===== src/hdl/csm_defines.vh =====
`ifndef CSM_DEFINES_VH
`define CSM_DEFINES_VH

// ----------------------------------------------------------------
// Register offsets
// ----------------------------------------------------------------
`define CSM_OFS_CTL0    6'h00
`define CSM_OFS_CTL1    6'h01
`define CSM_OFS_BTR0    6'h02
`define CSM_OFS_BTR1    6'h03
`define CSM_OFS_RFLG    6'h04
`define CSM_OFS_RIER    6'h05
`define CSM_OFS_TFLG    6'h06
`define CSM_OFS_TIER    6'h07
`define CSM_OFS_TARQ    6'h08
`define CSM_OFS_TAAK    6'h09
`define CSM_OFS_TBSEL   6'h0A
`define CSM_OFS_IDAC    6'h0B
`define CSM_OFS_RXERR   6'h0E
`define CSM_OFS_TXERR   6'h0F
`define CSM_OFS_CODE_LO 6'h10
`define CSM_OFS_MASK_LO 6'h14
`define CSM_OFS_CODE_HI 6'h18
`define CSM_OFS_MASK_HI 6'h1C

// ----------------------------------------------------------------
// Field positions
// ----------------------------------------------------------------
`define CSM_C0_RXFRM    7
`define CSM_C0_RXACT    6
`define CSM_C0_HALTW    5
`define CSM_C0_SYNC     4
`define CSM_C0_TIMER    3
`define CSM_C0_WAKE_EN  2
`define CSM_C0_SLP_RQ   1
`define CSM_C0_INIT_RQ  0
`define CSM_RF_WAKE     7
`define CSM_RF_RXFULL   0

// ----------------------------------------------------------------
// Reset values
// ----------------------------------------------------------------
`define CSM_RST_CTL0    8'h01
`define CSM_RST_CTL1    6'h00
`define CSM_RST_BYTE    8'h00
`define CSM_RST_TFLG    3'h7
`define CSM_RST_TBUF    3'h0

// ----------------------------------------------------------------
// Synchronisation counts
// ----------------------------------------------------------------
`define CSM_REC_BITS    4'd11
`define CSM_BUSOFF_OCC  8'd128

`endif


===== src/hdl/csm_mode_ctrl.v =====
// Design decisions made here: the address-and-strobe port and the placing of the registers.
`timescale 1ns/1ps
`include "csm_defines.vh"

// Overview of operation
// - Sleep acknowledge is set only when receiver idle and all transmit buffers empty.
// - Setting the sleep request is refused while the wake-up flag is pending.
// - Sleep holds until software clears request; wake enable lets bus activity clear it.
// - Init request aborts any frame at once and drops bus synchronisation.
// - Entry into initialization is shown by init acknowledge reading one.
// - In initialization the listed registers return to reset defaults.
// - Timing, mode 1 and acceptance registers are writable only in initialization.
// - Error counters are not touched by entering or leaving initialization.
// - After init exit, 11 recessive bits give synchronisation when not bus-off.
// - When bus-off, 128 runs of 11 recessive bits are needed to rejoin.
// - Transmit pin goes recessive in stop, or in wait with halt-in-wait set.
// - Transmit pin goes recessive at once when initialization is requested.
// - Clearing the sleep request is ignored until sleep is acknowledged.
// - Clearing the init request is ignored until init is acknowledged.
// - Transmitter and receiver status fields survive initialization entry.
// - Sleep acknowledge clears when sleep is left; sleep needs both bits set.
module csm_mode_ctrl (
   input  wire       sys_clk,
   input  wire       rst,
   input  wire [5:0] reg_addr,
   input  wire [7:0] reg_wdata,
   input  wire       reg_wr,
   input  wire       reg_rd,
   output reg  [7:0] reg_rdata,
   input  wire       rx_pin,
   input  wire       core_tx,
   input  wire       core_rx_busy,
   input  wire       core_rx_done,
   input  wire       core_rx_full,
   input  wire [2:0] core_tx_done,
   input  wire [2:0] core_abort_done,
   input  wire       core_bus_off,
   input  wire       core_bit_tick,
   input  wire [1:0] core_tx_state,
   input  wire [1:0] core_rx_state,
   input  wire [7:0] core_tx_err,
   input  wire [7:0] core_rx_err,
   input  wire       cpu_wait,
   input  wire       cpu_stop,
   output reg        tx_pin,
   output reg        core_abort,
   output reg        sleep_active,
   output reg        synced
);

   // ----------------------------------------------------------------
   // Storage
   // ----------------------------------------------------------------
   reg       rx_s1_r;
   reg       rx_s2_r;
   reg [7:0] ctl0_r;
   reg [5:0] ctl1_r;
   reg       sleep_ack_r;
   reg       init_ack_r;
   reg [7:0] btr0_r;
   reg [7:0] btr1_r;
   reg [7:0] idac_r;
   reg [7:0] code_r [0:7];
   reg [7:0] mask_r [0:7];
   reg       wake_flag_r;
   reg       rx_full_r;
   reg [7:0] rier_r;
   reg [2:0] tflg_r;
   reg [2:0] tier_r;
   reg [2:0] tarq_r;
   reg [2:0] taak_r;
   reg [2:0] tbsel_r;
   reg [1:0] tstat_r;
   reg [1:0] rstat_r;
   reg [7:0] tx_err_r;
   reg [7:0] rx_err_r;
   reg [3:0] rec_cnt_r;
   reg [7:0] occ_cnt_r;
   reg       sync_r;
   reg [7:0] rd_nxt;
   integer   i;

   // Both bits of a request/acknowledge pair set means the mode is in force.
   function mode_on;
      input rq;
      input ak;
      begin
         mode_on = rq & ak;
      end
   endfunction

   wire       init_rq    = ctl0_r[`CSM_C0_INIT_RQ];
   wire       slp_rq     = ctl0_r[`CSM_C0_SLP_RQ];
   wire       in_init    = mode_on(init_rq, init_ack_r);
   wire       in_sleep   = mode_on(slp_rq, sleep_ack_r);
   wire       init_out   = ~init_rq & ~init_ack_r;
   wire       wr_c0      = reg_wr & (reg_addr == `CSM_OFS_CTL0);
   wire       bus_idle   = ~core_rx_busy & (tflg_r == `CSM_RST_TFLG);
   wire       wake_evt   = in_sleep & ctl0_r[`CSM_C0_WAKE_EN] & ~rx_s2_r;
   wire       wr_init_ok = reg_wr & in_init;
   wire [2:0] acc_idx    = {reg_addr[3], reg_addr[1:0]};
   wire       acc_hit    = (reg_addr[5:4] == 2'b01);
   wire [7:0] c0_dflt    = `CSM_RST_CTL0;

   // Init request as it will stand after this edge, so the pin reacts on the same edge.
   reg init_nxt;
   always @* begin
      init_nxt = init_rq;
      if (wr_c0) begin
         if (reg_wdata[`CSM_C0_INIT_RQ])
            init_nxt = 1'b1;
         else if (in_init)
            init_nxt = 1'b0;
      end
   end

   // ----------------------------------------------------------------
   // Bus pin synchroniser and core status capture
   // ----------------------------------------------------------------
   always @(posedge sys_clk or posedge rst) begin
      if (rst) begin
         rx_s1_r  <= 1'b1;
         rx_s2_r  <= 1'b1;
         tstat_r  <= 2'b00;
         rstat_r  <= 2'b00;
         tx_err_r <= `CSM_RST_BYTE;
         rx_err_r <= `CSM_RST_BYTE;
      end else begin
         rx_s1_r  <= rx_pin;
         rx_s2_r  <= rx_s1_r;
         tstat_r  <= core_tx_state;
         rstat_r  <= core_rx_state;
         tx_err_r <= core_tx_err;
         rx_err_r <= core_rx_err;
      end
   end

   // ----------------------------------------------------------------
   // Control register 0 and the mode handshakes
   // ----------------------------------------------------------------
   always @(posedge sys_clk or posedge rst) begin
      if (rst) begin
         ctl0_r      <= `CSM_RST_CTL0;
         sleep_ack_r <= 1'b0;
         init_ack_r  <= 1'b0;
      end else begin
         ctl0_r[`CSM_C0_INIT_RQ] <= init_nxt;
         init_ack_r <= init_rq;
         if (in_init) begin
            // Everything but wake enable and the two requests is held at reset.
            ctl0_r[7:3] <= c0_dflt[7:3];
         end else begin
            if (core_rx_done)
               ctl0_r[`CSM_C0_RXFRM] <= 1'b1;
            else if (wr_c0 && init_out && reg_wdata[`CSM_C0_RXFRM])
               ctl0_r[`CSM_C0_RXFRM] <= 1'b0;
            if (wr_c0 && init_out) begin
               ctl0_r[`CSM_C0_HALTW] <= reg_wdata[`CSM_C0_HALTW];
               ctl0_r[`CSM_C0_TIMER] <= reg_wdata[`CSM_C0_TIMER];
            end
         end
         if (wr_c0 && init_out)
            ctl0_r[`CSM_C0_WAKE_EN] <= reg_wdata[`CSM_C0_WAKE_EN];
         // Bus activity wins over any software write of the sleep request.
         if (wake_evt)
            ctl0_r[`CSM_C0_SLP_RQ] <= 1'b0;
         else if (wr_c0 && init_out) begin
            if (reg_wdata[`CSM_C0_SLP_RQ] && !wake_flag_r)
               ctl0_r[`CSM_C0_SLP_RQ] <= 1'b1;
            else if (!reg_wdata[`CSM_C0_SLP_RQ] && in_sleep)
               ctl0_r[`CSM_C0_SLP_RQ] <= 1'b0;
         end
         if (!slp_rq || wake_evt)
            sleep_ack_r <= 1'b0;
         else if (bus_idle)
            sleep_ack_r <= 1'b1;
      end
   end

   // ----------------------------------------------------------------
   // Registers writable only in initialization mode
   // ----------------------------------------------------------------
   always @(posedge sys_clk or posedge rst) begin
      if (rst) begin
         ctl1_r <= `CSM_RST_CTL1;
         btr0_r <= `CSM_RST_BYTE;
         btr1_r <= `CSM_RST_BYTE;
         idac_r <= `CSM_RST_BYTE;
         for (i = 0; i < 8; i = i + 1) begin
            code_r[i] <= `CSM_RST_BYTE;
            mask_r[i] <= `CSM_RST_BYTE;
         end
      end else if (wr_init_ok) begin
         if (reg_addr == `CSM_OFS_CTL1)
            ctl1_r <= reg_wdata[7:2];
         if (reg_addr == `CSM_OFS_BTR0)
            btr0_r <= reg_wdata;
         if (reg_addr == `CSM_OFS_BTR1)
            btr1_r <= reg_wdata;
         if (reg_addr == `CSM_OFS_IDAC)
            idac_r <= reg_wdata;
         if (acc_hit && !reg_addr[2])
            code_r[acc_idx] <= reg_wdata;
         if (acc_hit && reg_addr[2])
            mask_r[acc_idx] <= reg_wdata;
      end
   end

   // ----------------------------------------------------------------
   // Flag, enable and buffer registers cleared by initialization
   // ----------------------------------------------------------------
   always @(posedge sys_clk or posedge rst) begin
      if (rst) begin
         wake_flag_r <= 1'b0;
         rx_full_r   <= 1'b0;
         rier_r      <= `CSM_RST_BYTE;
         tflg_r      <= `CSM_RST_TFLG;
         tier_r      <= `CSM_RST_TBUF;
         tarq_r      <= `CSM_RST_TBUF;
         taak_r      <= `CSM_RST_TBUF;
         tbsel_r     <= `CSM_RST_TBUF;
      end else if (in_init) begin
         wake_flag_r <= 1'b0;
         rx_full_r   <= 1'b0;
         rier_r      <= `CSM_RST_BYTE;
         tflg_r      <= `CSM_RST_TFLG;
         tier_r      <= `CSM_RST_TBUF;
         tarq_r      <= `CSM_RST_TBUF;
         taak_r      <= `CSM_RST_TBUF;
         tbsel_r     <= `CSM_RST_TBUF;
      end else begin
         // Hardware sets beat software clears arriving in the same cycle.
         if (wake_evt)
            wake_flag_r <= 1'b1;
         else if (reg_wr && init_out && reg_addr == `CSM_OFS_RFLG &&
                  reg_wdata[`CSM_RF_WAKE])
            wake_flag_r <= 1'b0;
         if (core_rx_full)
            rx_full_r <= 1'b1;
         else if (reg_wr && init_out && reg_addr == `CSM_OFS_RFLG &&
                  reg_wdata[`CSM_RF_RXFULL])
            rx_full_r <= 1'b0;
         if (reg_wr && init_out && reg_addr == `CSM_OFS_RIER)
            rier_r <= reg_wdata;
         if (reg_wr && init_out && reg_addr == `CSM_OFS_TIER)
            tier_r <= reg_wdata[2:0];
         if (reg_wr && init_out && reg_addr == `CSM_OFS_TBSEL)
            tbsel_r <= reg_wdata[2:0];
         if (reg_wr && init_out && reg_addr == `CSM_OFS_TFLG)
            tflg_r <= (tflg_r & ~reg_wdata[2:0]) | core_tx_done;
         else
            tflg_r <= tflg_r | core_tx_done;
         if (reg_wr && init_out && reg_addr == `CSM_OFS_TARQ)
            tarq_r <= (tarq_r | reg_wdata[2:0]) & ~core_abort_done;
         else
            tarq_r <= tarq_r & ~core_abort_done;
         taak_r <= (taak_r | core_abort_done) & ~core_tx_done;
      end
   end

   // ----------------------------------------------------------------
   // Bus synchronisation after initialization exit
   // ----------------------------------------------------------------
   always @(posedge sys_clk or posedge rst) begin
      if (rst) begin
         rec_cnt_r <= 4'd0;
         occ_cnt_r <= 8'd0;
         sync_r    <= 1'b0;
      end else if (init_nxt || init_rq || init_ack_r) begin
         rec_cnt_r <= 4'd0;
         occ_cnt_r <= 8'd0;
         sync_r    <= 1'b0;
      end else if (!sync_r && core_bit_tick) begin
         if (!rx_s2_r) begin
            rec_cnt_r <= 4'd0;
         end else if (rec_cnt_r == `CSM_REC_BITS - 4'd1) begin
            rec_cnt_r <= 4'd0;
            if (!core_bus_off)
               sync_r <= 1'b1;
            else if (occ_cnt_r == `CSM_BUSOFF_OCC - 8'd1)
               sync_r <= 1'b1;
            else
               occ_cnt_r <= occ_cnt_r + 8'd1;
         end else begin
            rec_cnt_r <= rec_cnt_r + 4'd1;
         end
      end
   end

   // ----------------------------------------------------------------
   // Pin and core outputs
   // ----------------------------------------------------------------
   always @(posedge sys_clk or posedge rst) begin
      if (rst) begin
         tx_pin       <= 1'b1;
         core_abort   <= 1'b1;
         sleep_active <= 1'b0;
         synced       <= 1'b0;
      end else begin
         // Recessive is forced on the very edge that takes the init write.
         if (init_nxt)
            tx_pin <= 1'b1;
         else if (cpu_stop || (cpu_wait && ctl0_r[`CSM_C0_HALTW]))
            tx_pin <= 1'b1;
         else
            tx_pin <= core_tx;
         core_abort   <= init_nxt;
         sleep_active <= in_sleep & ~wake_evt;
         // Synchronisation is dropped on the edge that takes the init write.
         synced       <= sync_r & ~init_nxt;
      end
   end

   // ----------------------------------------------------------------
   // Register read port
   // ----------------------------------------------------------------
   always @* begin
      rd_nxt = 8'h00;
      if (acc_hit)
         rd_nxt = reg_addr[2] ? mask_r[acc_idx] : code_r[acc_idx];
      case (reg_addr)
         `CSM_OFS_CTL0:  rd_nxt = {ctl0_r[7], core_rx_busy, ctl0_r[5], sync_r,
                                   ctl0_r[3:0]};
         `CSM_OFS_CTL1:  rd_nxt = {ctl1_r, sleep_ack_r, init_ack_r};
         `CSM_OFS_BTR0:  rd_nxt = btr0_r;
         `CSM_OFS_BTR1:  rd_nxt = btr1_r;
         `CSM_OFS_RFLG:  rd_nxt = {wake_flag_r, 1'b0, rstat_r, tstat_r, 1'b0,
                                   rx_full_r};
         `CSM_OFS_RIER:  rd_nxt = rier_r;
         `CSM_OFS_TFLG:  rd_nxt = {5'h00, tflg_r};
         `CSM_OFS_TIER:  rd_nxt = {5'h00, tier_r};
         `CSM_OFS_TARQ:  rd_nxt = {5'h00, tarq_r};
         `CSM_OFS_TAAK:  rd_nxt = {5'h00, taak_r};
         `CSM_OFS_TBSEL: rd_nxt = {5'h00, tbsel_r};
         `CSM_OFS_IDAC:  rd_nxt = idac_r;
         `CSM_OFS_RXERR: rd_nxt = rx_err_r;
         `CSM_OFS_TXERR: rd_nxt = tx_err_r;
         default:        rd_nxt = rd_nxt;
      endcase
   end

   // Read data stand only in the cycle after the strobe; otherwise zero.
   always @(posedge sys_clk or posedge rst) begin
      if (rst)
         reg_rdata <= 8'h00;
      else
         reg_rdata <= reg_rd ? rd_nxt : 8'h00;
   end

endmodule


===== config.mk =====
export PLATFORM = sky130hd
export DESIGN_NAME = csm_mode_ctrl
export DESIGN_NICKNAME = d
export VERILOG_FILES = /design/src/hdl/csm_mode_ctrl.v
export VERILOG_INCLUDE_DIRS = /design/src /design/src/hdl
export SDC_FILE = /design/constraint.sdc
export NUM_CORES = 1
export LEC_CHECK = 0
export ABC_CLOCK_PERIOD_IN_PS = 15510
export BUFFER_PORTS_ARGS = -buffer_cell sky130_fd_sc_hd__buf_2
export CORE_UTILIZATION = 55
export CTS_CLUSTER_DIAMETER = 50
export DETAILED_ROUTE_END_ITERATION = 7
export PLACE_DENSITY = 0.74
export SLEW_MARGIN = 20
export SYNTH_ARGS = -nofsm -noshare
export SYNTH_HDL_FRONTEND = slang
export SYNTH_SLANG_ARGS = --single-unit

===== constraint.sdc =====
create_clock -name sys_clk -period 15.51 [get_ports sys_clk]
set_input_delay 3.102 -clock sys_clk [delete_from_list [all_inputs] [get_ports sys_clk]]
set_output_delay 3.102 -clock sys_clk [all_outputs]
set_load 0.005 [all_outputs]

* Word level (Yosys, flattened, before mapping)
Cells that the tools add are included.
Word-level totals: logic and storage cells 215, flip-flop bits (word level) 237, bits of input ports 53, bits in writable memories 0, memories 0, bits in read-only memories 0, output and inout bits 12, bits in latches 0
Cells by class: equal/unequal tests 19, $add $sub $neg 2, bitwise operators 28, multiplexer cells 65, reductions and logical operators 51, div/mod/pow operators 0, shift operators 0, $lt $le $gt $ge 2, $mul 0
Operators by type and width (number):
- 64-bit bitwise mux | 2
- 8-bit 2-to-1 mux | 16
- 8-bit case mux with 14 select lines | 1
- 8-bit binary-select mux with 3-bit select | 2
- 6-bit by 4-bit == test with 1-bit output (second input constant) | 6
- 1-bit 2-to-1 mux | 30
- 3-bit 2-to-1 mux | 9
- 8-bit demux with 3-bit select | 1
- 6-bit by 3-bit == test with 1-bit output (second input constant) | 4
- 2-bit nonzero test | 10
- 1-bit logical AND | 18
- 4-bit 2-to-1 mux | 4
- 2-bit AND reduction | 7
- 3-bit AND | 4
- 6-bit by 2-bit == test with 1-bit output (second input constant) | 2
- 3-bit bitwise OR | 4
- 3-bit nonzero test | 4
- 1-bit AND | 10
- 3-bit inverter | 3
- 8-bit by 1-bit adder with 8-bit output (second input constant) | 1
- 8-bit by 7-bit == test with 1-bit output (second input constant) | 1
- 6-bit by 1-bit == test with 1-bit output (second input constant) | 1
- 6-bit zero test | 1
- 1-bit inverter | 6
- other kinds (13) | 20

* Longest topological paths before layout
Gate-level depths: netlist (run 1).
depth in word-level cells 8, gate-level depth with buffers 8, mapped depth without buffers 7

* Worst setup path after synthesis (run 1)
No wires, ideal clock.
path type input -> register, start input reg_addr[0], end register reg_rdata[6], required time 15360 ps, path buffers 3, stages 7, path slack 10724 ps, arrival time 4636 ps, cells stage by stage buf_4 -> buf_2 -> buf_2 -> mux4_2 -> mux4_2 -> inv_1 -> o22ai_1
Between the ends: cells in the longest elaborated chain, start to end 8
Ends and longest elaborated chain:
- from (decl) | line csm_mode_ctrl.v:25 | input wire [5:0] reg_addr,
- 3-bit inverter with 4-bit output (not written as such) | line csm_mode_ctrl.v:320 | rd_nxt = reg_addr[2] ? mask_r[acc_idx] : code_r[acc_idx];
- 8-bit binary-select mux with 3-bit select | line csm_mode_ctrl.v:320
- 8-bit 2-to-1 mux (not written as such) (2 in series) | line csm_mode_ctrl.v:320
- 8-bit 2-to-1 mux | line csm_mode_ctrl.v:320
- 8-bit 2-to-1 mux | line csm_mode_ctrl.v:319 | if (acc_hit)
- 8-bit case mux with 14 select lines (*) | line csm_mode_ctrl.v:321 | case (reg_addr)
- 8-bit 2-to-1 mux (*) | line csm_mode_ctrl.v:347 | reg_rdata <= reg_rd ? rd_nxt : 8'h00;
- to (signal assigned) | line csm_mode_ctrl.v:347
- to (decl) | line csm_mode_ctrl.v:29 | output reg [7:0] reg_rdata,
Every way passes the cells marked *; elsewhere a longest branch is shown, timed or not. The select of a mux whose other input is x is not followed. A chain may end at the register's enable or synchronous reset.

* Final worst setup path (run 1)
start input reg_addr[0], end register mask_r[53] (netlist name)
Between the ends: cells in the longest elaborated chain, start to end 6
Ends and longest elaborated chain:
- 3-bit inverter with 4-bit output (not written as such) (*) | line csm_mode_ctrl.v:205 | mask_r[acc_idx] <= reg_wdata;
- 4-bit greater-or-equal comparator (not written as such) / 4-bit by 1-bit less-than comparator with 1-bit output (equally long branches) | line csm_mode_ctrl.v:205
- 1-bit logical AND (not written as such) | line csm_mode_ctrl.v:205
- 8-bit 2-to-1 mux (not written as such) | line csm_mode_ctrl.v:205
- 8-bit demux with 3-bit select (*) | line csm_mode_ctrl.v:205
- 64-bit bitwise mux (*) | line csm_mode_ctrl.v:205
- to (signal, indexed assignment) | line csm_mode_ctrl.v:191 | mask_r[i] <= `CSM_RST_BYTE;
- to (signal, indexed assignment) | line csm_mode_ctrl.v:205
- to (decl) | line csm_mode_ctrl.v:64 | reg [7:0] mask_r [0:7];
Every way passes the cells marked *; elsewhere a longest branch is shown, timed or not.

==> out/summary.txt, run 1 <==
==========================================================================================
Top post-synthesis cells by area                                              sky130_fd_sc_hd__dfrtp_1 (53%), sky130_fd_sc_hd__mux2_2 (17%), sky130_fd_sc_hd__mux4_2 (7.7%)
Post-synthesis net count                                                               863
Final HPWL DP                                                                      17.0 mm
Post-cts hold buffer count                                                               0
Post-synthesis to final-layout area growth                                           13.0%
Slack of the worst reg-to-reg path                                                12370 ps
Max-cap violation count                                                                  0
Global-route usage over all layers                                                   0.271
DIE WIDTH                                                                           142 um
Setup TNS                                                                             0 ps
GR peak layer                                                                         met2
Classification of the worst setup path                                           in -> reg
Commonest register cell after synthesis                                       sky130_fd_sc_hd__dfrtp_1
Sort of element at the start of the critical path                               input port
WHS Endpoint                                                                  rx_s2_r$_DFF_PP1_
Worst hold slack                                                                    360 ps
Synthesized instance count                                                             807
Average routed wire per standard cell                                              23.2 um
Number of enable-type register cells in the synthesized netlist                          0
Die ar.                                                                         20300 um^2
CORE AREA                                                                       19400 um^2
TritonCTS Buffers                                                                       28
Fmax                                                                             0.184 GHz
R2R cell count                                                                           5
Total inserted antenna cells                                                             0
Buffer type at the clock tree root                                            sky130_fd_sc_hd__clkbuf_16
Peak supply drop                                                                   91.1 uV
Post-route clock period utilization                                                  0.351
Met3 Usage GRT                                                                      0.0474
Synthesis warning total                                                                  0
Summed instance area of the synthesized netlist                                 10900 um^2
Routability congestion estimate                                                      0.906
Fraction of registers with async set/reset                                            1.00
I/O pin count                                                                           65
Actual transition at the worst max-transition pin                                  1000 ps
Sequential-to-total area share from yosys stat                                       0.547
Mean instance size in the synthesized netlist                                    13.5 um^2
RSZ-0062 raised after global routing                                                    no
Outcome                                                                          completed
Number of optimization iterations in the first detailed-route pass                       5
WP data arrival                                                                    5860 ps
PortBufs                                                                                64
Post-CTS repair timing setup buffer count                                                0
Worst hold-check path type                                                      reg -> reg
First-iteration detailed-routing DRC count                                             489
Type of element capturing the critical path                                       register
Hold_sp                                                                       rx_s1_r$_DFF_PP1_
Leading area contributor after synthesis                                      sky130_fd_sc_hd__dfrtp_1
Number of global-route vias before repair                                             7298
Met1 track utilization from global routing                                           0.363
Starting utilization of the core area                                                0.560
FF-to-FF End                                                                  code_r[41]$_DFFE_PP0P_
Number of vias per cell after detailed routing                                        6.20
Initial antenna violation count                                                          0
Final worst path period need                                                       5440 ps
Post-CTS Resized                                                                         0
TritonCTS sink count                                                                   237
Crit path max fanout                                                                    37
Fraction of final layout cells with drive strength greater than 1                    0.398
Leftover overflow at the end of global routing                                           0
Share of Yosys cell area claimed by the top area cell type                           0.530
Number of nets in the finished design                                                  910
DRC Markers                                                                              0
Synth Register Bits                                                                    237
Maximum count of clock buffers along a single path                                       3
Number of slew-limit violations in the final report                                      0
Hold path cells                                                                          0
Total power divided by cell area                                               114 nW/um^2
H-tree levels                                                                            1
Met2 GRT Util                                                                        0.451
Leak                                                                               5.87 nW
Number of vias in the routed layout                                                   7065
Worst Clk Skew                                                                     6.67 ps
Worst slew slack as a fraction of its limit                                          0.326
Wire length reported by the detailed router                                        26.4 mm
Clock Latency Late Sink                                                             530 ps
Number of antenna-violating nets in the routed design                                    0
Library cells used by synthesis                                                         61
CTS tree                                                                              done
Pin count of the biggest net entering global routing                                   151
Rows                                                                                    51
Fillers                                                                               1451
Clock edge transition at the registers on the reported setup and hold paths          60 ps
Wire length of the first global-routing pass                                       41.5 mm
Endpoints failing setup                                                                  0
Final Hold Fails                                                                         0
Required time of the critical path                                                15920 ps
Die height                                                                          142 um
Launching point of the worst reg2reg path                                     ctl0_r[0]$_DFF_PP1_
==========================================================================================
worst max path at each step:
stage | from | to | slack, ps | cells past startpoint
finish | reg_addr[0] | mask_r[53]$_DFFE_PP0P_ | 10070 | 5
global route | reg_addr[0] | mask_r[53]$_DFFE_PP0P_ | 9950 | 5
CTS | reg_addr[0] | code_r[5]$_DFFE_PP0P_ | 10120 | 5
detailed placement | reg_addr[0] | code_r[5]$_DFFE_PP0P_ | 9580 | 5
global placement | reg_addr[0] | reg_rdata[5]$_DFF_PP0_ | 9600 | 6
floorplan | rst | btr0_r[0]$_DFFE_PP0P_ | 5920 | 1
state kept, by name, summed over array words and instances (netlist names), 3 cells and up:
register and flops:
code_r 64, tbsel_r 3, rx_err_r 8, mask_r 64, tx_err_r 8, rec_cnt_r 4, tier_r 3, ctl1_r 6
tarq_r 3, reg_rdata 8, rier_r 8, occ_cnt_r 8, btr0_r 8, ctl0_r 6, idac_r 8, tflg_r 3
taak_r 3, btr1_r 8
per-layer routing:
layer	routed length [um]	share of wire
met5	0	0
met4	845	0.032
met3	1550	0.059
met2	13200	0.50
met1	10800	0.41
logic make-up (layout without fill, tap and decap cells):
kind of cell | Yosys count | in the layout | share of synthesized area
xor+xnor | 7 | 7 | 0.00565
compound gates | 92 | 92 | 0.0573
simple gates | 183 | 183 | 0.0935
mux | 224 | 224 | 0.269
buf+inv | 61 | 129 | 0.0242
fa+ha+maj | 3 | 3 | 0.00346
flops | 237 | 237 | 0.547
cells in the mapped netlist, types with 8 or more instances:
cell	number
sky130_fd_sc_hd__a21oi_1	22
sky130_fd_sc_hd__nor2_2	10
sky130_fd_sc_hd__mux2_2	168
sky130_fd_sc_hd__mux2i_1	16
sky130_fd_sc_hd__nand2_1	53
sky130_fd_sc_hd__clkbuf_1	31
sky130_fd_sc_hd__buf_2	14
sky130_fd_sc_hd__o21ai_0	15
sky130_fd_sc_hd__dfrtp_1	230
sky130_fd_sc_hd__mux4_2	37
sky130_fd_sc_hd__nor2_1	28
sky130_fd_sc_hd__nor2b_1	8
sky130_fd_sc_hd__and3_1	14
sky130_fd_sc_hd__nand3_1	23
sky130_fd_sc_hd__inv_1	9
sky130_fd_sc_hd__a22oi_1	13
worst max-delay path: stages:
cell	delay, ps
sky130_fd_sc_hd__buf_2	600
sky130_fd_sc_hd__buf_4	650
sky130_fd_sc_hd__nor2b_1	690
sky130_fd_sc_hd__nand2_1	400
sky130_fd_sc_hd__mux2_2	380
cell type report:
type	instances	area, um^2	area share
Inverter	9	41.3	0.00337
Tap cell	265	332	0.0270
Sequential cell	237	5940	0.484
Multi-Input combinational cell	509	4650	0.379
Clock inverter	10	108	0.00877
Timing Repair Buffer	69	382	0.0311
Clock buffer	41	811	0.0661
stage by stage:
stage               cells  total power, mW  instance area, um^2  worst slack, ps  utilization
floorplan             807            0.724                10900             5920            -
global placement     1088            0.755                11300             9600        0.583
detailed placement   1088            0.760                11300             9580        0.583
CTS                  1139             1.40                12200            10120        0.631
global route         1140             1.44                12300             9950        0.632
finish               1140             1.39                12300            10070        0.632
cells in the final DEF, fill, tap and decap left out, drive strengths merged, types with 3 or more instances in the layout:
cell / n
nand3: 23
nand2: 53
nor3b: 7
a22oi: 13
mux2i: 16
a31o: 4
a22o: 6
and2: 8
nor2b: 8
dfrtp: 230
clkinv: 5
mux2: 171
nand4: 3
nand2b: 3
nor3: 7
dfstp: 7
o21ai: 15
xor2: 6
o22ai: 4
a21oi: 22
buf: 69
clkbuf: 41
mux4: 37
clkinvlp: 3
a211oi: 3
nor4b: 4
a31oi: 5
ha: 3
a211o: 3
nor2: 42
and3: 14
inv: 9
power by group:
group | leakage, nW | internal, mW | switching, mW | total, mW
clock | 0.444 | 0.394 | 0.247 | 0.641
combinational | 2.23 | 0.0338 | 0.0620 | 0.0959
sequential | 3.20 | 0.640 | 0.0160 | 0.656
total | 5.87 | 1.07 | 0.325 | 1.39
(Power assumes the default switching activity.)
==> run 2, diff against run 1 <==
--- a/config.mk
+++ b/config.mk
@@ -6,12 +6,13 @@
 export SDC_FILE = /design/constraint.sdc
 export NUM_CORES = 1
 export LEC_CHECK = 0
-export ABC_CLOCK_PERIOD_IN_PS = 15510
+export ABC_AREA = 1
+export ABC_CLOCK_PERIOD_IN_PS = 4800
 export BUFFER_PORTS_ARGS = -buffer_cell sky130_fd_sc_hd__buf_2
 export CORE_UTILIZATION = 55
 export CTS_CLUSTER_DIAMETER = 50
 export DETAILED_ROUTE_END_ITERATION = 7
-export PLACE_DENSITY = 0.74
+export PLACE_DENSITY = 0.77
 export SLEW_MARGIN = 20
 export SYNTH_ARGS = -nofsm -noshare
 export SYNTH_HDL_FRONTEND = slang
==> constraint.sdc (replaced) <==
create_clock -name sys_clk -period 4.8 [get_ports sys_clk]
set_input_delay 0.96 -clock sys_clk [delete_from_list [all_inputs] [get_ports sys_clk]]
set_output_delay 0.96 -clock sys_clk [all_outputs]
set_load 0.005 [all_outputs]
==> run 2 against run 1 <==
  * Power rose to 3.4 times the previous value
  * Cell area down 1.5%
  * Sequential cell count unchanged
  * Count of clock-buffer cells in the layout down 5
  * First-iteration DRC count up 71%
  * Via count up 34%
  * Worst setup slack worse by 8200 ps
  * Utilization up 0.52 points
  * Clock skew up 7.0 ps
  * Sequential share of layout area up 0.73 points
==> out/summary.txt, run 2 <==
==========================================================================================
R2R cell count                                                                           7   +2
TritonCTS Buffers                                                                       27   -3.6%
Top library cells by usage in the layout, fill and taps aside                 sky130_fd_sc_hd__nand2_1 (534), sky130_fd_sc_hd__dfrtp_1 (230), sky130_fd_sc_hd__o21ai_0 (199), sky130_fd_sc_hd__nor2_1 (110), sky130_fd_sc_hd__nand3_1 (94)
Number of slew-limit violations in the final report                                      0   unchanged
Rows                                                                                    50   -2.0%
Switching Power                                                                    1.31 mW   +300%
Share of total power in sequential cells                                             0.490   +0.019
Clock Latency Late Sink                                                             530 ps   about the same
Number of optimization iterations in the first detailed-route pass                       5   unchanged
Number of antenna-violating nets in the routed design                                    0   unchanged
Pin count of the biggest net entering global routing                                   138   -8.6%
Post-synthesis to final-layout area growth                                           11.8%
Commonest register cell after synthesis                                       sky130_fd_sc_hd__dfrtp_1
FF-to-FF End                                                                  mask_r[25]$_DFFE_PP0P_
Biggest regs                                                                  code_r (64), mask_r (64)
Average routed wire per standard cell                                              16.9 um   -27%
WP data arrival                                                                    3440 ps   -2420 ps
Worst hold slack                                                                    356 ps   -3.96 ps
Summed instance area of the synthesized netlist                                 10800 um^2   -0.41%
Mean instance size in the synthesized netlist                                    7.86 um^2   -42%
Library cells used by synthesis                                                         30   -51%
Switching Fraction                                                                   0.274   +0.0405
Buffer type at the clock tree root                                            sky130_fd_sc_hd__clkbuf_16
I/O pin count                                                                           65   unchanged
Number of vias per cell after detailed routing                                        5.59   -9.8%
Total power divided by cell area                                               395 nW/um^2   +250%
Wire length reported by the detailed router                                        28.6 mm   +8.2%
Type of element capturing the critical path                                       register
Initial antenna violation count                                                          1   +1
Post-route clock period utilization                                                  0.620
Die height                                                                          142 um   -0.20%
Routability congestion estimate                                                      0.999   +10%
Number of enable-type register cells in the synthesized netlist                          0   unchanged
Post-CTS repair timing setup buffer count                                                0   unchanged
Clock edge transition at the registers on the reported setup and hold paths          60 ps   about the same
Most common library cell in the layout ignoring fill and taps                 sky130_fd_sc_hd__nand2_1
Outcome                                                                          completed
H-tree levels                                                                            1   unchanged
Fmax                                                                             0.336 GHz
Post-synthesis net count                                                              1431   +66%
Termination of the worst setup path                                           reg_rdata[7]$_DFF_PP0_
Sort of element at the start of the critical path                               input port
Final Hold Fails                                                                         0   unchanged
Worst slew slack as a fraction of its limit                                          0.316   -0.00911
CORE AREA                                                                       19000 um^2   -2.3%
Commonest cells in the synthesized netlist                                    sky130_fd_sc_hd__nand2_1 (534), sky130_fd_sc_hd__dfrtp_1 (230), sky130_fd_sc_hd__o21ai_0 (199), sky130_fd_sc_hd__nor2_1 (110), sky130_fd_sc_hd__nand3_1 (94)
Wire length of the first global-routing pass                                       46.1 mm   +11%
Max-cap violation count                                                                  0   unchanged
Pre-CTS setup slack                                                                1360 ps   -8210 ps
Hold path cells                                                                          0   unchanged
Leak                                                                               5.90 nW   +0.55%
DRC Markers                                                                              0   unchanged
Setup TNS                                                                             0 ps   unchanged
Endpoints failing setup                                                                  0   unchanged
PortBufs                                                                                64   unchanged
Post-CTS Resized                                                                         0   unchanged
Utilization after layout                                                             0.638   +0.00520
CTS tree                                                                              done
TritonCTS sink count                                                                   237   unchanged
Crit path max fanout                                                                    29   -22%
Worst setup path startpoint                                                    reg_addr[1]
Number of global-route vias before repair                                             8915   +22%
Worst hold-check path type                                                      reg -> reg
Hold_sp                                                                       rx_s1_r$_DFF_PP1_
Synthesis warning total                                                                  0   unchanged
RSZ-0062 raised after global routing                                                    no
Fillers                                                                               1651   +14%
Post-cts hold buffer count                                                               0   unchanged
First-iteration detailed-routing DRC count                                             838   +71%
Final HPWL DP                                                                      18.5 mm   +8.9%
Post-route cell area                                                            12100 um^2   -1.5%
Worst Clk Skew                                                                     13.7 ps   +7.05 ps
Cell Area, Placed                                                               11300 um^2   -0.46%
Synth Register Bits                                                                    237   unchanged
Share of Yosys cell area claimed by the top area cell type                           0.532   +0.00221
Launching point of the worst reg2reg path                                     ctl0_r[0]$_DFF_PP1_
Leftover overflow at the end of global routing                                           0   unchanged
DIE WIDTH                                                                           142 um   -0.20%
Required time of the critical path                                                 5260 ps   -10660 ps
Synthesized instance count                                                            1375   +70%
Slack of the worst reg-to-reg path                                                 2130 ps   -10240 ps
Starting utilization of the core area                                                0.570   +0.0107
Number of nets in the finished design                                                 1464   +61%
Clock Power Share                                                                    0.398   -0.062
Final worst path period need                                                       2980 ps
Area occupied by registers                                                       5940 um^2   unchanged
Count leader, synth                                                           sky130_fd_sc_hd__nand2_1
Sequential-to-total area share from yosys stat                                       0.549   +0.00228
Multi-input logic area                                                           4340 um^2   -6.7%
Classification of the worst setup path                                           in -> reg
Global-route usage over all layers                                                   0.296   +0.0249
Number of vias in the routed layout                                                   9443   +34%
Fraction of final layout cells with drive strength greater than 1                   0.0973   -0.300
Maximum count of clock buffers along a single path                                       3   unchanged
Internal power consumption                                                         3.46 mW   +220%
Logic pwr share                                                                      0.112   +0.043
Leading area contributor after synthesis                                      sky130_fd_sc_hd__dfrtp_1
Actual transition at the worst max-transition pin                                  1020 ps   +17.6 ps
Peak supply drop                                                                    281 uV   +210%
Least setup slack across all paths after layout                                    1820 ps   -8240 ps
Top post-synthesis cells by area                                              sky130_fd_sc_hd__dfrtp_1 (53%), sky130_fd_sc_hd__nand2_1 (19%), sky130_fd_sc_hd__o21ai_0 (9.2%)
Die ar.                                                                         20200 um^2   -0.41%
Fraction of registers with async set/reset                                            1.00   unchanged
==========================================================================================
run 2: final cells by class:
cell class                      count  area share
Tap cell                          260      0.0269
Multi-Input combinational cell   1003       0.359
Clock inverter                     13     0.00735
Antenna cell                        1    0.000207
Sequential cell                   237       0.491
Inverter                           68      0.0214
Timing Repair Buffer               71      0.0329
Clock buffer                       36      0.0604
run 2: critical path, stage by stage:
cell	delay, ps
sky130_fd_sc_hd__buf_2	360
sky130_fd_sc_hd__inv_1	560
sky130_fd_sc_hd__nor2_4	250
sky130_fd_sc_hd__nand2_1	150
sky130_fd_sc_hd__nor2_1	580
sky130_fd_sc_hd__nand2_1	110
sky130_fd_sc_hd__nand3_1	150
sky130_fd_sc_hd__nor2_1	50
sky130_fd_sc_hd__nand3_1	60
sky130_fd_sc_hd__nand2_1	70
sky130_fd_sc_hd__nor2_1	110
run 2: logic make-up after synthesis:
| group | count (synthesis) | share of synthesized area |
|---|---|---|
| flip-flops | 237 | 0.549 |
| AO/OA/AOI/OAI | 227 | 0.106 |
| buffers and inverters | 135 | 0.0490 |
| adder cells (fa/ha/maj) | 3 | 0.00347 |
| XOR/XNOR | 6 | 0.00486 |
| AND/OR/NAND/NOR | 767 | 0.287 |
run 2: worst min-delay path by stage:
stage,end
after floorplan,rx_s2_r$_DFF_PP1_
after global placement,rx_s2_r$_DFF_PP1_
after detailed placement,rx_s2_r$_DFF_PP1_
after CTS,rx_s2_r$_DFF_PP1_
after global routing,rx_s2_r$_DFF_PP1_
final,rx_s2_r$_DFF_PP1_
run 2: layer usage:
| layer | global-route usage | part of all wire | wire length (um) | vias up |
|---|---|---|---|---|
| li1 | - | - | - | 4464 |
| met3 | 0.0458 | 0.080 | 2300 | 85 |
| met4 | 0.120 | 0.040 | 1140 | 0 |
| met1 | 0.417 | 0.43 | 12200 | 4505 |
| met2 | 0.462 | 0.45 | 13000 | 389 |
| met5 | 0 | 0 | 0 | - |
run 2: per-stage QoR:
stage	total power, mW	std cells
floorplan	2.72	1375
global placement	2.87	1639
detailed placement	2.89	1639
CTS	4.78	1688
global route	4.97	1688
finish	4.77	1689
run 2: power groups by stage:
| stage | Sequential [mW] | Combinational (mW) | Clock (mW) |
|---|---|---|---|
| after floorplan | 2.33 | 0.384 | 0 |
| after global placement | 2.36 | 0.514 | 0 |
| after detailed placement | 2.36 | 0.530 | 0 |
| after CTS | 2.33 | 0.533 | 1.92 |
| after global routing | 2.36 | 0.617 | 1.99 |
| final | 2.34 | 0.534 | 1.90 |
==> run 3, diff against run 2 <==
--- a/config.mk
+++ b/config.mk
@@ -7,7 +7,7 @@
 export NUM_CORES = 1
 export LEC_CHECK = 0
 export ABC_AREA = 1
-export ABC_CLOCK_PERIOD_IN_PS = 4800
+export ABC_CLOCK_PERIOD_IN_PS = 2600
 export BUFFER_PORTS_ARGS = -buffer_cell sky130_fd_sc_hd__buf_2
 export CORE_UTILIZATION = 55
 export CTS_CLUSTER_DIAMETER = 50
==> constraint.sdc (replaced) <==
create_clock -name sys_clk -period 2.6 [get_ports sys_clk]
set_input_delay 0.52 -clock sys_clk [delete_from_list [all_inputs] [get_ports sys_clk]]
set_output_delay 0.52 -clock sys_clk [all_outputs]
set_load 0.005 [all_outputs]
==> run 3 against run 2 <==
  * Die area is the same
  * Largest power group unchanged
  * Worst setup slack worse by 1500 ps
  * Non-clock buffer count is 41 higher
  * Clock skew increased by 9.9 ps
  * Critical path type is now reg -> reg
  * Critical endpoint is now code_r[22]$_DFFE_PP0P_
  * Cell area is 3.3% higher
  * Largest cell class unchanged
==> out/summary.txt, run 3 (same netlist as run 2, synthesis figures left out) <==
==========================================================================================
Outcome                                                                          completed
Wire length reported by the detailed router                                        29.2 mm   +2.1%
Utilization after layout                                                             0.658   +0.0209
Final HPWL DP                                                                      19.7 mm   +6.8%
Average routed wire per standard cell                                              16.9 um   -0.22%
I/O pin count                                                                           65   unchanged
Die ar.                                                                         20200 um^2   unchanged
Starting utilization of the core area                                                0.570   unchanged
Clock edge transition at the registers on the reported setup and hold paths          60 ps   about the same
Global-route usage over all layers                                                   0.306   +0.0103
Endpoints failing setup                                                                  0   unchanged
Final worst path period need                                                       2230 ps
Number of global-route vias before repair                                             9368   +5.1%
Total power divided by cell area                                               732 nW/um^2   +85%
Post-cts hold buffer count                                                               0   unchanged
Number of vias in the routed layout                                                   9537   +1.0%
Rows                                                                                    50   unchanged
Pin count of the biggest net entering global routing                                    72   -48%
Number of nets in the finished design                                                 1504   +2.7%
Die height                                                                          142 um   unchanged
Number of optimization iterations in the first detailed-route pass                       8   +3
Post-route cell area                                                            12500 um^2   +3.3%
WP data arrival                                                                    2600 ps   -840 ps
Top library cells by usage in the layout, fill and taps aside                 sky130_fd_sc_hd__nand2_1 (534), sky130_fd_sc_hd__dfrtp_1 (230), sky130_fd_sc_hd__o21ai_0 (199), sky130_fd_sc_hd__nor2_1 (110), sky130_fd_sc_hd__nand3_1 (94)
Post-CTS repair timing setup buffer count                                                0   unchanged
Fmax                                                                             0.448 GHz
Leak                                                                               6.15 nW   +4.2%
Post-route clock period utilization                                                  0.858
Post-layout power                                                                  9.13 mW   +92%
DRC Markers                                                                              0   unchanged
Worst Clk Skew                                                                     23.6 ps   +9.90 ps
Logic pwr share                                                                      0.115   +0.003
CORE AREA                                                                       19000 um^2   unchanged
Clock Latency Late Sink                                                             540 ps   about the same
Actual transition at the worst max-transition pin                                   856 ps   -166 ps
H-tree levels                                                                            1   unchanged
PortBufs                                                                                64   unchanged
Crit path max fanout                                                                    16   -45%
CTS tree                                                                              done
Fillers                                                                               1598   -3.2%
Multi-input logic area                                                           4340 um^2   unchanged
Wire length of the first global-routing pass                                       47.9 mm   +3.9%
Peak supply drop                                                                    723 uV   +160%
Post-synthesis to final-layout area growth                                           15.4%
Area occupied by registers                                                       5940 um^2   unchanged
Type of element capturing the critical path                                       register
Leftover overflow at the end of global routing                                           0   unchanged
Initial antenna violation count                                                          1   unchanged
RSZ-0062 raised after global routing                                                    no
Post-CTS Resized                                                                         0   unchanged
Number of vias per cell after detailed routing                                        5.52   -1.3%
Sort of element at the start of the critical path                                 register
Final Hold Fails                                                                         0   unchanged
Share of total power in sequential cells                                             0.473   -0.017
TritonCTS sink count                                                                   237   unchanged
Required time of the critical path                                                 2970 ps   -2290 ps
Worst hold-check path type                                                     in -> async
Number of antenna-violating nets in the routed design                                    0   unchanged
Clock Power Share                                                                    0.412   +0.014
Switching Power                                                                    2.46 mW   +88%
TritonCTS Buffers                                                                       26   -3.7%
Buffer type at the clock tree root                                            sky130_fd_sc_hd__clkbuf_16
Most common library cell in the layout ignoring fill and taps                 sky130_fd_sc_hd__nand2_1
Worst slew slack as a fraction of its limit                                          0.429   +0.112
Internal power consumption                                                         6.67 mW   +93%
Biggest regs                                                                  code_r (64), mask_r (64)
Cell Area, Placed                                                               11600 um^2   +2.8%
Setup TNS                                                                             0 ps   unchanged
Placed Cells incl. Taps                                                               1680   +2.5%
Switching Fraction                                                                   0.269   -0.00497
Routability congestion estimate                                                      0.928   -7.1%
First-iteration detailed-routing DRC count                                             872   +4.1%
Fraction of final layout cells with drive strength greater than 1                    0.125   +0.0280
Maximum count of clock buffers along a single path                                       3   unchanged
Classification of the worst setup path                                          reg -> reg
Max-cap violation count                                                                  0   unchanged
Count of non-filler cells in the finished layout                                      1729   +2.4%
DIE WIDTH                                                                           142 um   unchanged
Number of slew-limit violations in the final report                                      0   unchanged
==========================================================================================
[run 3: cell types whose count changed in the layout (fill, tap and decap cells not counted), sizes merged]
cell	previous run	this run
buf	71	112
bufinv	0	2
clkbuf	36	34
clkinv	10	11
clkinvlp	3	2
inv	68	67
[run 3: layer usage]
layer / share of wire / vias to the layer above / wire length (um) / global-route usage
li1: - / 4543 / - / -
met3: 0.087 / 79 / 2550 / 0.0562
met5: 0.00041 / - / 12 / 0
met2: 0.45 / 403 / 13000 / 0.477
met1: 0.43 / 4510 / 12500 / 0.426
met4: 0.037 / 2 / 1090 / 0.125
[run 3: worst paths after layout]
kind	startpoint	endpoint	slack, ps	cells past startpoint
max reg2reg	ctl0_r[0]$_DFF_PP1_	code_r[22]$_DFFE_PP0P_	370	7
max	ctl0_r[0]$_DFF_PP1_	code_r[22]$_DFFE_PP0P_	370	7
min reg2reg	rx_s1_r$_DFF_PP1_	rx_s2_r$_DFF_PP1_	360	0
min	rst	rier_r[2]$_DFFE_PP0P_	60	2
max in group asynchronous	rst	mask_r[60]$_DFFE_PP0P_	1760	3
min in group sys_clk	core_tx_err[7]	tx_err_r[7]$_DFF_PP0_	80	1
[run 3: final cells by class]
type                    instances  share of cell area
diodes                          1            0.000201
clock buffers                  34              0.0593
clock inverters                14              0.0122
inverters                      68              0.0208
multi-input cells            1003               0.348
flip-flops and latches        237               0.476
well taps                     260              0.0261
repair buffers                112              0.0575
[run 3: power groups by stage]
| stage | Clock [mW] | Sequential, mW | Combinational, mW |
|---|---|---|---|
| after floorplan | 0 | 4.31 | 0.709 |
| after global placement | 0 | 4.36 | 1.01 |
| after detailed placement | 0 | 4.36 | 1.04 |
| after CTS | 3.80 | 4.31 | 1.05 |
| after global routing | 3.96 | 4.36 | 1.21 |
| final | 3.77 | 4.32 | 1.05 |
[run 3: per-stage QoR]
step	hold slack [ps]	worst slack (ps)
after floorplan	345	-1020
after global placement	346	326
after detailed placement	347	321
after CTS	62.5	385
after global routing	63.6	200
final	63.5	369
[run 3: worst max-delay path: stages (launching register included)]
cell and delay (ps):
sky130_fd_sc_hd__dfstp_2 570, sky130_fd_sc_hd__nand2_1 90, sky130_fd_sc_hd__nor2_2 260, sky130_fd_sc_hd__inv_1 180
sky130_fd_sc_hd__nor3_4 290, sky130_fd_sc_hd__nand2_1 400, sky130_fd_sc_hd__nand2_1 190, sky130_fd_sc_hd__o21ai_0 100
